$ cat config.mk
export PLATFORM = sky130hd
export DESIGN_NAME = psc_top
export DESIGN_NICKNAME = d
export VERILOG_FILES = /design/src/common/psc_pkg.sv /design/src/logic/psc_top.sv /design/src/logic/psc_cfg_word.sv
export SDC_FILE = /design/constraint.sdc
export NUM_CORES = 1
export LEC_CHECK = 0
export BUFFER_PORTS_ARGS = -buffer_cell sky130_fd_sc_hd__buf_2
export CORE_MARGIN = 2
export CORE_UTILIZATION = 35
export DETAILED_ROUTE_END_ITERATION = 8
export GPL_TIMING_DRIVEN = 0
export PLACE_DENSITY = 0.62
export SLEW_MARGIN = 0
export SYNTH_ARGS = -nofsm -noshare
export SYNTH_HDL_FRONTEND = slang
export SYNTH_SLANG_ARGS = --single-unit
$ cat constraint.sdc
create_clock -name clk -period 4.15 [get_ports clk]
set_input_delay 0.2075 -clock clk [delete_from_list [all_inputs] [get_ports clk]]
set_output_delay 0.2075 -clock clk [all_outputs]
set_load 0.02 [all_outputs]
$ cat src/common/psc_pkg.sv
// ----------------------------------------
// Standby configuration register constants
// ----------------------------------------
package psc_pkg;
   // Register indices; byte address is four times the index
   localparam logic [9:0] PSC_CFG_IDX = 10'h039;
   localparam logic [9:0] PSC_STAT_IDX = 10'h040;
   localparam int PSC_ADDR_W = 12;
   // Configuration word layout and reset
   localparam logic [15:0] PSC_CFG_RESET = 16'h0000;
   localparam logic [15:0] PSC_CFG_WMASK = 16'he1ff; // Bits 12:9 read as zero
   localparam int PSC_RSVD_TOP_BIT = 15;
   localparam int PSC_REG_OFF_BIT = 14;
   localparam int PSC_CAL_DBL_BIT = 13;
   localparam int PSC_ROUTE_BIT = 8;
   localparam int PSC_DIAG_KEEP_BIT = 7;
   // Status word layout and reset
   localparam logic [2:0] PSC_STAT_RESET = 3'h0;
   localparam int PSC_STAT_OSC_BIT = 0;
   localparam int PSC_STAT_IND_BIT = 1;
   localparam int PSC_STAT_DIAG_BIT = 2;
   // AXI responses
   localparam logic [1:0] PSC_RESP_OKAY = 2'h0;
   localparam logic [1:0] PSC_RESP_SLVERR = 2'h2;

   typedef struct packed {
      logic rsvdTop;
      logic analogRegulatorOff;
      logic calRangeDouble;
      logic [3:0] rsvdMid;
      logic standbyIndicatorRoute;
      logic standbyDiagKeep;
      logic [6:0] keepAlive;
   } psc_cfg_t;

   // Output pin drive: enable and level
   typedef struct packed {
      logic oe;
      logic val;
   } psc_pin_t;
endpackage : psc_pkg

$ cat src/logic/psc_top.sv
`timescale 1ns/100ps
// Functional notes
// The configuration word sits at index 0x39 and is all zeros after reset.
// Software writes zero to the reserved top bit.
// The calibration-range bit doubles the resistive string voltage for internal gain calibration.
// With indicator routing set, pin four ignores its own enable and value and shows the standby indicator.
// That indicator is active low: low in standby, high while converting.
// With indicator routing clear, pin four follows its ordinary enable and value.
// The standby diagnostics bit keeps the enabled diagnostics alive in standby.
// Overvoltage and undervoltage detection works only while an oscillator runs.
// In standby the internal oscillator stops when nothing enabled needs it.
// The diagnostics bit keeps the internal oscillator on only with a qualifying error enabled and internal clock chosen.
module psc_top #(
   parameter int N_OVUV = 4 // Number of voltage error enables
) (
   input wire logic clk, // System clock
   input wire logic rst, // Synchronous reset
   input wire logic [psc_pkg::PSC_ADDR_W-1:0] s_axi_awaddr, // Write address
   input wire logic s_axi_awvalid, // Write address valid
   output logic s_axi_awready, // Write address ready
   input wire logic [31:0] s_axi_wdata, // Write data
   input wire logic [3:0] s_axi_wstrb, // Write strobes
   input wire logic s_axi_wvalid, // Write data valid
   output logic s_axi_wready, // Write data ready
   output logic [1:0] s_axi_bresp, // Write response
   output logic s_axi_bvalid, // Write response valid
   input wire logic s_axi_bready, // Write response ready
   input wire logic [psc_pkg::PSC_ADDR_W-1:0] s_axi_araddr, // Read address
   input wire logic s_axi_arvalid, // Read address valid
   output logic s_axi_arready, // Read address ready
   output logic [31:0] s_axi_rdata, // Read data
   output logic [1:0] s_axi_rresp, // Read response
   output logic s_axi_rvalid, // Read data valid
   input wire logic s_axi_rready, // Read data ready
   input wire logic inStandby, // Device is in standby
   input wire psc_pkg::psc_pin_t pinFourCtrl, // Ordinary pin four settings
   input wire logic [N_OVUV-1:0] ovUvErrEnable, // Voltage error enables
   input wire logic clkSelInternal, // Internal oscillator chosen
   input wire logic extClkRunning, // External clock present
   output psc_pkg::psc_pin_t pinFour, // Pin four drive
   output logic analogRegulatorOff, // Analog regulator off
   output logic calRangeDouble, // Double calibration string voltage
   output logic intOscEnable, // Internal oscillator on
   output logic [N_OVUV-1:0] ovUvDetectEnable // Voltage detectors live
);
   import psc_pkg::*;

   // ----------------------------------------
   // Elaboration check
   // ----------------------------------------
   generate
      if (N_OVUV < 1 || N_OVUV > 16) begin : g_bad
         $error("N_OVUV out of range");
      end
   endgenerate

   // ----------------------------------------
   // Write channel
   // ----------------------------------------
   logic awReady_q, wReady_q, bValid_q, awHeld_q, wHeld_q;
   logic [1:0] bResp_q;
   logic [9:0] awIdx_q;
   logic [15:0] wData_q;
   logic [1:0] wStrb_q;
   wire awTake = s_axi_awvalid & awReady_q;
   wire wTake = s_axi_wvalid & wReady_q;
   wire doWrite = awHeld_q & wHeld_q;
   wire bDone = bValid_q & s_axi_bready;
   wire awHeld_d = (awHeld_q | awTake) & ~doWrite;
   wire wHeld_d = (wHeld_q | wTake) & ~doWrite;
   wire bValid_d = doWrite | (bValid_q & ~bDone);
   wire cfgWrite = doWrite & (awIdx_q == PSC_CFG_IDX);
   wire [1:0] bResp_d = cfgWrite ? PSC_RESP_OKAY : PSC_RESP_SLVERR;

   // Address and data are accepted in either order, one write at a time
   always_ff @(posedge clk) begin
      if (rst) begin
         awReady_q <= 1'b0;
         wReady_q <= 1'b0;
         awHeld_q <= 1'b0;
         wHeld_q <= 1'b0;
         bValid_q <= 1'b0;
         bResp_q <= PSC_RESP_OKAY;
      end else begin
         awReady_q <= ~awHeld_d & ~bValid_d;
         wReady_q <= ~wHeld_d & ~bValid_d;
         awHeld_q <= awHeld_d;
         wHeld_q <= wHeld_d;
         bValid_q <= bValid_d;
         if (doWrite) begin
            bResp_q <= bResp_d;
         end
      end
   end

   // Payload capture; no reset needed, guarded by the held flags
   always_ff @(posedge clk) begin
      if (awTake) begin
         awIdx_q <= s_axi_awaddr[PSC_ADDR_W-1:2];
      end
      if (wTake) begin
         wData_q <= s_axi_wdata[15:0];
         wStrb_q <= s_axi_wstrb[1:0];
      end
   end

   // ----------------------------------------
   // Register storage
   // ----------------------------------------
   psc_cfg_t cfgQ;

   psc_cfg_word u_cfg (
      .clk(clk),
      .rst(rst),
      .we(cfgWrite),
      .wdata(wData_q),
      .wstrb(wStrb_q),
      .q(cfgQ)
   );

   // ----------------------------------------
   // Standby behaviour
   // ----------------------------------------
   // Oscillator kept only when a keep request has something to serve
   wire oscKeep = cfgQ.standbyDiagKeep & (|ovUvErrEnable) & clkSelInternal;
   wire intOsc_d = ~inStandby | oscKeep;
   // An external clock counts as running only if the host says so
   wire clkAvail = clkSelInternal ? intOsc_d : extClkRunning;
   wire diagLive = ~inStandby | cfgQ.standbyDiagKeep;
   wire standbyInd = ~inStandby;
   psc_pin_t pin_d;
   assign pin_d = cfgQ.standbyIndicatorRoute ? psc_pin_t'{oe: 1'b1, val: standbyInd} : pinFourCtrl; // see R4
   logic [N_OVUV-1:0] ovUv_d;

   // Each voltage detector gated alike
   genvar i;
   generate
      for (i = 0; i < N_OVUV; i++) begin : g_ovuv
         assign ovUv_d[i] = ovUvErrEnable[i] & diagLive & clkAvail; // see R7
      end
   endgenerate

   logic [2:0] stat_q;
   wire [2:0] stat_d = {diagLive, standbyInd, intOsc_d};

   // Registered outputs to the analog side
   always_ff @(posedge clk) begin
      if (rst) begin
         pinFour <= '0;
         analogRegulatorOff <= 1'b0;
         calRangeDouble <= 1'b0;
         intOscEnable <= 1'b0;
         ovUvDetectEnable <= '0;
         stat_q <= PSC_STAT_RESET;
      end else begin
         pinFour <= pin_d;
         analogRegulatorOff <= cfgQ.analogRegulatorOff;
         calRangeDouble <= cfgQ.calRangeDouble;
         intOscEnable <= intOsc_d;
         ovUvDetectEnable <= ovUv_d;
         stat_q <= stat_d;
      end
   end

   // ----------------------------------------
   // Read channel
   // ----------------------------------------
   logic arReady_q, rValid_q;
   logic [1:0] rResp_q;
   logic [31:0] rData_q;
   wire arTake = s_axi_arvalid & arReady_q;
   wire rValid_d = arTake | (rValid_q & ~s_axi_rready);
   wire [9:0] arIdx = s_axi_araddr[PSC_ADDR_W-1:2];
   wire hitCfg = (arIdx == PSC_CFG_IDX);
   wire hitStat = (arIdx == PSC_STAT_IDX);
   wire [31:0] rSel = hitCfg ? {16'h0000, cfgQ} : (hitStat ? {29'h0, stat_q} : 32'h0);
   wire [1:0] rRespSel = (hitCfg | hitStat) ? PSC_RESP_OKAY : PSC_RESP_SLVERR;

   // Data captured at the address handshake, shown the next cycle
   always_ff @(posedge clk) begin
      if (rst) begin
         arReady_q <= 1'b0;
         rValid_q <= 1'b0;
         rResp_q <= PSC_RESP_OKAY;
         rData_q <= 32'h0;
      end else begin
         arReady_q <= ~rValid_d;
         rValid_q <= rValid_d;
         if (arTake) begin
            rData_q <= rSel;
            rResp_q <= rRespSel;
         end
      end
   end

   assign s_axi_awready = awReady_q;
   assign s_axi_wready = wReady_q;
   assign s_axi_bvalid = bValid_q;
   assign s_axi_bresp = bResp_q;
   assign s_axi_arready = arReady_q;
   assign s_axi_rvalid = rValid_q;
   assign s_axi_rresp = rResp_q;
   assign s_axi_rdata = rData_q;
endmodule : psc_top

$ cat src/logic/psc_cfg_word.sv
`timescale 1ns/100ps
// ----------------------------------------
// Byte-writable configuration word
// ----------------------------------------
module psc_cfg_word (
   input wire logic clk, // System clock
   input wire logic rst, // Synchronous reset
   input wire logic we, // Write strobe
   input wire logic [15:0] wdata, // Write data
   input wire logic [1:0] wstrb, // Byte enables
   output psc_pkg::psc_cfg_t q // Stored word
);
   import psc_pkg::*;

   logic [15:0] word_q;
   logic [15:0] word_d;
   logic [15:0] laneMask;

   // One lane mask bit group per byte
   genvar b;
   generate
      for (b = 0; b < 2; b++) begin : g_lane
         assign laneMask[b*8 +: 8] = {8{we & wstrb[b]}} & PSC_CFG_WMASK[b*8 +: 8];
      end
   endgenerate

   // Read-only bits never take a write, so they stay zero
   assign word_d = (word_q & ~laneMask) | (wdata & laneMask);
   assign q = psc_cfg_t'(word_q);

   // Storage, cleared by reset
   always_ff @(posedge clk) begin
      if (rst) begin
         word_q <= PSC_CFG_RESET;
      end else begin
         word_q <= word_d;
      end
   end
endmodule : psc_cfg_word

; ---- Word-level counts from Yosys, hierarchy flattened
; Cells that the tools add are included.
[word_totals]
regBits = 99
input_bits = 76
output_inout_bits = 50
wordCells = 74
[classes]
n_eq_ne = 3
mux = 6
bitwise_logic = 43
reduce_logical = 1
[op_table]
columns = op, n
row1 = $and A16 B16 Y16, 2
row2 = $and A1 B1 Y1, 24
row3 = $eq A10 B6 Y1 const B, 2
row4 = $mux W16, 1
row5 = $not A16 Y16, 1
row6 = $or A16 B16 Y16, 1
row7 = $eq A10 B7 Y1 const B, 1
row8 = $not A1 Y1, 8
row9 = $or A1 B1 Y1, 7
row10 = $mux W2, 3
row11 = $reduce_or A4 Y1, 1
row12 = $mux W3, 1
row13 = $mux W1, 1

; ---- Depth between registers and ports, before layout
; Gate-level depths: netlist of the first run.
[logic_depth]
word_depth = 6
mapped_depth = 5

; ---- Cells and area by module
; Synthesis of the first run repeated with hierarchy kept, for this count alone.
[unflattened]
cells_unflattened = 253
hier_area_um2 = 2881.5
[by_module_without_submodules]
columns = module, instances, cells_each, area_per_inst_um2, seq_area_each_um2
row1 = psc_top, 1, 194, 2307.2, 1561.5
row2 = psc_cfg_word, 1, 59, 574.3, 240.2

; ---- Worst setup path after synthesis of the first run
; No wires, ideal clock.
[synth_path]
path_kind = reg2reg
start = register awIdx_q[7]
end = register with a tool-made name
setup_time_ps = 128
arrival_time_ps = 1429
required_ps = 4022
path_slack_ps = 2593
path_stages_with_launch = 5
path_buffers = 0
path_cell_list = edfxtp_1 nor4b_1 nand4_2 mux2i_1 nor2_1
[synth_lines]
columns = element, line_no
row1 = from (decl), psc_top.sv:62  ; logic [9:0] awIdx_q;
row2 = from (signal assigned), psc_top.sv:99  ; awIdx_q <= s_axi_awaddr[PSC_ADDR_W-1:2];

==> flow_summary.json, run 1 <==
{
  "status": "complete, no violations",
  "port_buffers": 76,
  "overflow": 0,
  "post-route-util": 0.486,
  "p_per_area_mw_per_mm2": 443,
  "dr.pass1.iters": 4,
  "endpoint_kind": "flip-flop",
  "finalWeightedCongestion": 0.703,
  "grt_pass1_vias": 1562,
  "nNetsFinal": 400,
  "clk_latency_ns": 0.34,
  "fin_hold_ws_ns": 0.0422,
  "synthFlopType": "dfxtp_1",
  "drive_gt1_frac": 0.377,
  "drc_errors": 0,
  "grt_setup_unrepaired": "no",
  "yosys_warnings": 0,
  "drv_slew": 0,
  "grt_first_pass_wirelength_mm": 7.38,
  "cts.repair.resized": 0,
  "period_needed_ns": 1.83,
  "syn-cell-area_sq_mm": 0.00252,
  "path_clk_slew_ns": 0.07,
  "path_cells": "nor4b_1, nand4_2, mux2i_1, nor2_1",
  "core_area_sq_mm": 0.00687,
  "fmax_mhz": 548,
  "synth_edf_count": 24,
  "wl_per_cell_um": 11.1,
  "max_stage_delay_ns": 0.55,
  "cp.required_ns": 4.36,
  "synth_area_per_cell_sq_um": 11.7,
  "grt_use_total": 0.127,
  "layout_common_cells": "buf_2 (78), dfxtp_1 (44), nor2_1 (26)",
  "cts_sinks": 68,
  "worst-endpoint-arrival_ns": 2.04,
  "crit_path_start_kind": "flip-flop",
  "critPathKind": "flip-flop to flip-flop",
  "worst_slew_pin_slew_ns": 0.684,
  "vdd_drop_max_v": 0.000239,
  "root_buffer": "clkbuf_8",
  "row_count": 30,
  "start_util": 0.367,
  "post-dp-hpwl_mm": 3.61,
  "cts_htree_levels": 3,
  "slew-limit-headroom": 0.544,
  "ant_nets": 0,
  "maxCapViolCount": 0,
  "routed_wl_mm": 4.73,
  "setup_viol_count_final": 0,
  "holdCritPathClass": "primary input to flip-flop",
  "tns_ns": 0,
  "grt_max_degree": 17,
  "synth_async_sr_flop_share": 0,
  "chipHeight_um": 88.8,
  "antenna_found_initial": 0,
  "drt-initial-drc-count": 53,
  "layout_commonest_cell": "buf_2",
  "ctsHoldBuffers": 0,
  "syn_inst": 216,
  "skew_ns": 0.00493,
  "clock_path_buffers": 2,
  "die_x_um": 88.8,
  "numCtsBuffers": 9,
  "io_pins": 126,
  "cp_slowest_cell": "nor4b_1",
  "num_antenna_cells": 0,
  "synth_cell_types": 34,
  "synth-seq-cells": 68,
  "power.leakage_nw": 1.56,
  "period_share": 0.440,
  "syn2layout_area_growth_pct": 32.5,
  "hold_viol": 0,
  "dieArea_sq_mm": 0.00789,
  "vias": 1779,
  "seq_area_frac_synth": 0.636,
  "path_max_fanout": 8,
  "tritoncts": "yes",
  "vias_per_cell": 4.19,
  "cts_setup_buffers": 0
}
area by class of cell:
| type | instances | area [sq um] |
|---|---|---|
| tap | 96 | 120 |
| timing repair buffer | 76 | 380 |
| fill | 635 | 3530 |
| buffer | 31 | 209 |
| clock inverter | 7 | 115 |
| clock buffer | 9 | 124 |
| multi-input combinational | 134 | 772 |
| inverter | 4 | 15.0 |
| sequential | 68 | 1600 |
stage by stage:
step	total power [mW]	setup slack, ns	instances	instance area, sq um
final	1.48	2.32	425	3340
after global placement	0.856	2.36	409	3100
after detailed placement	0.857	2.31	409	3100
after floorplan	0.814	2.59	237	2600
after CTS	1.50	2.28	425	3340
after global routing	1.54	2.14	425	3340
worst max-delay path, delay by kind of cell, from the launching register on:
| kind | cells | cell delay, ns |
|---|---|---|
| mux | 1 | 0.26 |
| simple gates | 3 | 1.06 |
| flops | 1 | 0.36 |
synth_stat cells, drive strengths merged, types with 5 or more instances:
master | count | share of area
edfxtp | 24 | 0.29
and2 | 7 | 0.017
a21oi | 15 | 0.030
buf | 26 | 0.076
nor3 | 5 | 0.012
nand2 | 11 | 0.016
dfxtp | 44 | 0.35
nor2 | 26 | 0.039
nand3 | 10 | 0.020
mux2i | 14 | 0.056
clkbuf | 5 | 0.0075
final timing paths:
check,from,endpoint,slack [ns],depth (start not counted)
setup / recovery,awIdx_q[7]$_DFFE_PP_,flip-flop,2.32,4
hold / removal,s_axi_awaddr[5],awIdx_q[3]$_DFFE_PP_,0.04,1
setup reg to reg,awIdx_q[7]$_DFFE_PP_,flip-flop,2.32,4
hold reg to reg,s_axi_rdata[8]$_SDFFE_PP0P_,s_axi_rdata[8]$_SDFFE_PP0P_,0.45,2
layer usage:
| metal | vias to the layer above | wire length (um) | global-route usage |
|---|---|---|---|
| met5 | - | 0 | 0 |
| met4 | 0 | 62 | 0.0702 |
| met3 | 7 | 540 | 0.0504 |
| met2 | 86 | 2060 | 0.187 |
| met1 | 758 | 2060 | 0.160 |
| li1 | 928 | - | - |
report_power, final:
| part | internal, mW | total, mW | leakage [nW] | switching, mW |
|---|---|---|---|---|
| logic | 0.0487 | 0.118 | 0.859 | 0.0695 |
| clock network | 0.397 | 0.636 | 0.117 | 0.239 |
| registers | 0.715 | 0.724 | 0.581 | 0.00895 |
| total | 1.16 | 1.48 | 1.56 | 0.318 |
kinds of logic (layout without fill, tap and decap cells):
logic type	count (synthesis)	after routing	share of synthesized area
simple gates	78	78	0.170
flops	68	68	0.636
buf+inv	35	127	0.0889
compound gates	20	20	0.0477
mux	14	14	0.0556
other cells	1	22	0.00149
No activity file was read; power rests on OpenSTA's default activity.
==> run 2, diff against run 1 <==
--- a/config.mk
+++ b/config.mk
@@ -10,7 +10,7 @@
 export CORE_UTILIZATION = 35
 export DETAILED_ROUTE_END_ITERATION = 8
 export GPL_TIMING_DRIVEN = 0
-export PLACE_DENSITY = 0.62
+export PLACE_DENSITY = 0.64
 export SLEW_MARGIN = 0
 export SYNTH_ARGS = -nofsm -noshare
 export SYNTH_HDL_FRONTEND = slang
==> constraint.sdc (replaced) <==
create_clock -name clk -period 1.6 [get_ports clk]
set_input_delay 0.08 -clock clk [delete_from_list [all_inputs] [get_ports clk]]
set_output_delay 0.08 -clock clk [all_outputs]
set_load 0.02 [all_outputs]
==> run 2 against run 1 <==
Net effect:
- core utilization rose by 4.5 points
- clock skew increased by 0.0029 ns
- hold slack got worse by 0.030 ns
- setup slack lost 2.3 ns
- die area unchanged
- combinational power rose to 3.1 times the previous value
- sequential share of layout area is 4.0 points lower
==> flow_summary.json, run 2 (synthesized netlist as in run 1, its figures left out) <==
{
  "clk_latency_ns": 0.33,
  "grt_max_degree": 17,
  "antenna_found_initial": 0,
  "syn2layout_area_growth_pct": 44.7,
  "numCtsBuffers": 9,
  "drc_errors": 0,
  "r2r_start": "awIdx_q[7]$_DFFE_PP_",
  "endpoint_kind": "flip-flop",
  "layout_commonest_cell": "buf_2",
  "fin_hold_ws_ns": 0.0119,
  "tritoncts": "yes",
  "fin_area_sq_mm": 0.00364,
  "overflow": 0,
  "port_buffers": 76,
  "fmax_mhz": 646,
  "crit_start": "ovUvErrEnable[1]",
  "maxCapViolCount": 0,
  "cts_htree_levels": 3,
  "cts_sinks": 68,
  "setup_viol_count_final": 0,
  "post-dp-hpwl_mm": 3.70,
  "start_util": 0.367,
  "wl_per_cell_um": 11.8,
  "clock_path_buffers": 2,
  "cp.required_ns": 1.83,
  "row_count": 30,
  "core_area_sq_mm": 0.00687,
  "vdd_drop_max_v": 0.000722,
  "slew-limit-headroom": 0.501,
  "grt_first_pass_wirelength_mm": 7.87,
  "skew_ns": 0.00778,
  "total_power_mw": 3.77,
  "place_inst": 409,
  "dieArea_sq_mm": 0.00789,
  "holdCritPathClass": "primary input to flip-flop",
  "period_needed_ns": 1.55,
  "grt_setup_unrepaired": "no",
  "p_sw_frac": 0.230,
  "path_max_fanout": 4,
  "postPlaceCellArea_sq_mm": 0.00310,
  "fin_cells": 457,
  "num_antenna_cells": 0,
  "worst_slew_pin_slew_ns": 0.748,
  "p_per_area_mw_per_mm2": 1030,
  "root_buffer": "clkbuf_8",
  "power.leakage_nw": 1.68,
  "layout_common_cells": "buf_2 (78), dfxtp_1 (44), dlygate4sd3_1 (30)",
  "hold_start": "pinFourCtrl[0]",
  "finalWeightedCongestion": 0.686,
  "p_switching_uw": 868,
  "vias_per_cell": 4.21,
  "post-route-util": 0.530,
  "p_seq_frac": 0.499,
  "die_x_um": 88.8,
  "crit_path_start_kind": "primary input",
  "status": "complete, no violations",
  "io_pins": 126,
  "routed_wl_mm": 5.39,
  "grt_use_total": 0.135,
  "drv_slew": 0,
  "worst-endpoint-arrival_ns": 1.77,
  "p_comb_frac": 0.098,
  "chipHeight_um": 88.8,
  "drive_gt1_frac": 0.349,
  "drt-initial-drc-count": 64,
  "ant_nets": 0,
  "dr.pass1.iters": 4,
  "hold_viol": 0,
  "vias": 1925,
  "nNetsFinal": 432,
  "critPathKind": "primary input to flip-flop",
  "grt_pass1_vias": 1770,
  "cellInternalPower_mw": 2.90,
  "period_share": 0.968,
  "clkPwrFrac": 0.403,
  "path_clk_slew_ns": 0.07
}
run 2: timing repair:
item / CTS / global route
hold endpoints to repair: 32 / 0
endpoints found under the setup margin: 12 / 5
resized for setup: 1 / 2
pin swaps: 2 / 0
hold buffers: 30 / 0
setup buffers: 2 / 0
run 2: worst paths after layout:
| path | endpoint | slack (ns) | cells past startpoint |
|---|---|---|---|
| worst max-delay path | ovUvDetectEnable[1]$_SDFF_PP0_ | 0.05 | 6 |
| worst min-delay path | pinFour[0]$_SDFF_PP0_ | 0.01 | 3 |
| worst max register to register | flip-flop | 0.18 | 5 |
| worst min register to register | s_axi_rdata[7]$_SDFFE_PP0P_ | 0.45 | 2 |
run 2: area by class of cell:
| class | count | area [sq um] |
|---|---|---|
| inverters | 4 | 15.0 |
| clock inverters | 7 | 91.3 |
| fillers | 639 | 3230 |
| multi-input cells | 134 | 787 |
| well taps | 96 | 120 |
| plain buffers | 31 | 209 |
| flip-flops and latches | 68 | 1600 |
| clock buffers | 9 | 124 |
| repair buffers | 108 | 696 |
run 2: layer usage:
layer / share of wire / global-route usage / vias to the layer above
met5: 0 / 0 / -
met4: 0.021 / 0.0744 / 0
met3: 0.069 / 0.0420 / 11
met2: 0.47 / 0.229 / 74
met1: 0.44 / 0.151 / 848
li1: - / - / 992
run 2: critical path: stages:
cell	delay, ns
dlygate4sd3_1	0.56
buf_2	0.13
or4_1	0.55
o21ai_1	0.16
a211oi_1	0.13
and2_1	0.17
run 2: power groups by stage:
stage               registers (mW)  clock network [mW]  logic, mW
floorplan                     1.94                   0      0.169
global placement              1.92                   0      0.304
detailed placement            1.92                   0      0.310
CTS                           1.88                1.55      0.368
global route                  1.88                1.63      0.401
finish                        1.88                1.52      0.369
run 2: metrics by stage:
step / setup slack (ns) / TNS [ns]
finish: 0.0516 / 0
CTS: 0.0790 / 0
floorplan: 0.0433 / 0
global route: 0.0153 / 0
detailed placement: -0.313 / -3.28
global placement: -0.282 / -2.99
==> run 3, diff against run 2 <==
--- a/config.mk
+++ b/config.mk
@@ -6,7 +6,7 @@
 export NUM_CORES = 1
 export LEC_CHECK = 0
 export BUFFER_PORTS_ARGS = -buffer_cell sky130_fd_sc_hd__buf_2
-export CORE_MARGIN = 2
+export CAP_MARGIN = 25
 export CORE_UTILIZATION = 35
 export DETAILED_ROUTE_END_ITERATION = 8
 export GPL_TIMING_DRIVEN = 0
==> run 3 against run 2 <==
Net effect:
- combinational power about the same
- critical path type unchanged
- wire length down 2.1%
- first-iteration DRC count fell by 1.6%
- critical path depth is the same
- largest power group unchanged
- cell area decreased by 0.65%
- largest cell class unchanged
- clock skew fell by 0.0024 ns
- final cell count up 0.22%
- core utilization down 0.35 points
- fmax increased by 1.2%
- die area fell by 4.5%
- sequential share of layout area increased by 0.29 points
==> flow_summary.json, run 3 (synthesized netlist as in run 1, its figures left out) <==
{
  "grt_pass1_vias": 1820,
  "core_area_sq_mm": 0.00687,
  "multi_input_area_sq_um": 787,
  "grt_setup_unrepaired": "no",
  "io_pins": 126,
  "row_count": 30,
  "path_clk_slew_ns": 0.07,
  "cts_htree_levels": 3,
  "antenna_found_initial": 0,
  "cellInternalPower_mw": 2.73,
  "start_util": 0.367,
  "fmax_mhz": 654,
  "syn2layout_area_growth_pct": 43.7,
  "drv_slew": 0,
  "grt_use_total": 0.149,
  "overflow": 0,
  "period_needed_ns": 1.53,
  "postPlaceCellArea_sq_mm": 0.00310,
  "power.leakage_nw": 1.68,
  "grt_max_degree": 17,
  "nNetsFinal": 433,
  "vias": 1928,
  "holdCritPathClass": "primary input to flip-flop",
  "path_cells": "dlygate4sd3_1, buf_2, or4_1, o21ai_1, a211oi_1, and2_1",
  "cts_sinks": 68,
  "setup_viol_count_final": 0,
  "numCtsBuffers": 9,
  "wl_per_cell_um": 11.5,
  "grt_use_met1": 0.178,
  "drc_errors": 0,
  "regArea_sq_mm": 0.00160,
  "max_stage_delay_ns": 0.55,
  "worst_slew_pin_slew_ns": 0.740,
  "root_buffer": "clkbuf_8",
  "status": "complete, no violations",
  "worst-endpoint-arrival_ns": 1.76,
  "slew-limit-headroom": 0.507,
  "die_x_um": 86.8,
  "clock_path_buffers": 2,
  "p_comb_frac": 0.104,
  "routed_wl_mm": 5.28,
  "finalWeightedCongestion": 0.676,
  "post-dp-hpwl_mm": 3.74,
  "met2_usage": 0.244,
  "p_seq_frac": 0.529,
  "p_sw_frac": 0.232,
  "fin_area_sq_mm": 0.00362,
  "dr.pass1.iters": 4,
  "grt_first_pass_wirelength_mm": 8.40,
  "hold_viol": 0,
  "skew_ns": 0.00535,
  "layout_commonest_cell": "buf_2",
  "ant_nets": 0,
  "p_switching_uw": 826,
  "port_buffers": 76,
  "grt-busiest-layer": "met2",
  "crit_path_start_kind": "primary input",
  "tritoncts": "yes",
  "endpoint_kind": "flip-flop",
  "use_met3": 0.0495,
  "critPathKind": "primary input to flip-flop",
  "maxCapViolCount": 0,
  "tns_ns": 0,
  "period_share": 0.956,
  "layout_common_cells": "buf_2 (78), dfxtp_1 (44), dlygate4sd3_1 (31)",
  "clkPwrFrac": 0.367,
  "drive_gt1_frac": 0.348,
  "dieArea_sq_mm": 0.00754,
  "clk_latency_ns": 0.33,
  "total_power_mw": 3.55,
  "num_antenna_cells": 0,
  "path_max_fanout": 4,
  "vias_per_cell": 4.21,
  "chipHeight_um": 86.8,
  "drt-initial-drc-count": 63,
  "cp.required_ns": 1.83,
  "fill_cells": 641,
  "p_per_area_mw_per_mm2": 982,
  "cp_slowest_cell": "or4_1",
  "vdd_drop_max_v": 0.000504
}
-- run 3: cell types whose count changed in the layout (fill, tap and decap cells not counted) --
cell and change:
bufinv_16 -1, dlygate4sd3_1 +1, clkinv_2 +4, clkinvlp_4 -2, clkinv_4 -1
-- run 3: per-stage QoR --
stage,instances,hold slack [ns],worst slack [ns],utilization
3_5_place_dp,409,0.258,-0.295,0.451
6_report,458,0.0194,0.0702,0.527
2_1_floorplan,237,0.152,0.0433,-
3_3_place_gp,409,0.256,-0.248,0.451
5_1_grt,458,0.0299,0.0226,0.527
4_1_cts,458,0.0181,0.0712,0.526
-- run 3: path summary, 6_finish.rpt --
path	depth (start not counted)	endpoint	slack (ns)	start
max	6	ovUvDetectEnable[1]$_SDFF_PP0_	0.07	ovUvErrEnable[1]
min	3	s_axi_arready$_SDFF_PP0_	0.02	s_axi_rready
max reg2reg	5	flip-flop	0.18	awIdx_q[7]$_DFFE_PP_
min reg2reg	2	s_axi_rdata[8]$_SDFFE_PP0P_	0.45	s_axi_rdata[8]$_SDFFE_PP0P_
-- run 3: cell type report --
cell class | instances | area share
flip-flops and latches | 68 | 0.442
multi-input cells | 134 | 0.217
repair buffers | 109 | 0.195
plain buffers | 31 | 0.0577
clock buffers | 9 | 0.0342
well taps | 96 | 0.0332
clock inverters | 7 | 0.0159
inverters | 4 | 0.00415
-- run 3: layer usage --
metal  routed length [um]  vias to the layer above
met4                   70                        0
met3                  405                        9
li1                     -                      994
met5                    0                        -
met2                 2510                       79
met1                 2300                      846
-- run 3: repair_timing --
action,4_1_cts,5_1_grt
setup endpoints to repair,12,5
gates resized for setup,1,2
buffers inserted,2,0
hold buffers,31,0
hold endpoints to repair,32,0
pin swaps,2,0
-- run 3: power groups by stage --
stage / combinational (mW) / sequential [mW] / clock, mW
after global routing: 0.403 / 1.89 / 1.44
after floorplan: 0.169 / 1.94 / 0
final: 0.369 / 1.88 / 1.30
after CTS: 0.367 / 1.88 / 1.33
after global placement: 0.303 / 1.92 / 0
after detailed placement: 0.308 / 1.92 / 0
-- run 3: critical path, delay by kind of cell --
family                 cells  cell delay (ns)
AO/OA/AOI/OAI              2             0.29
buffers and inverters      2             0.65
AND/OR/NAND/NOR            2             0.73
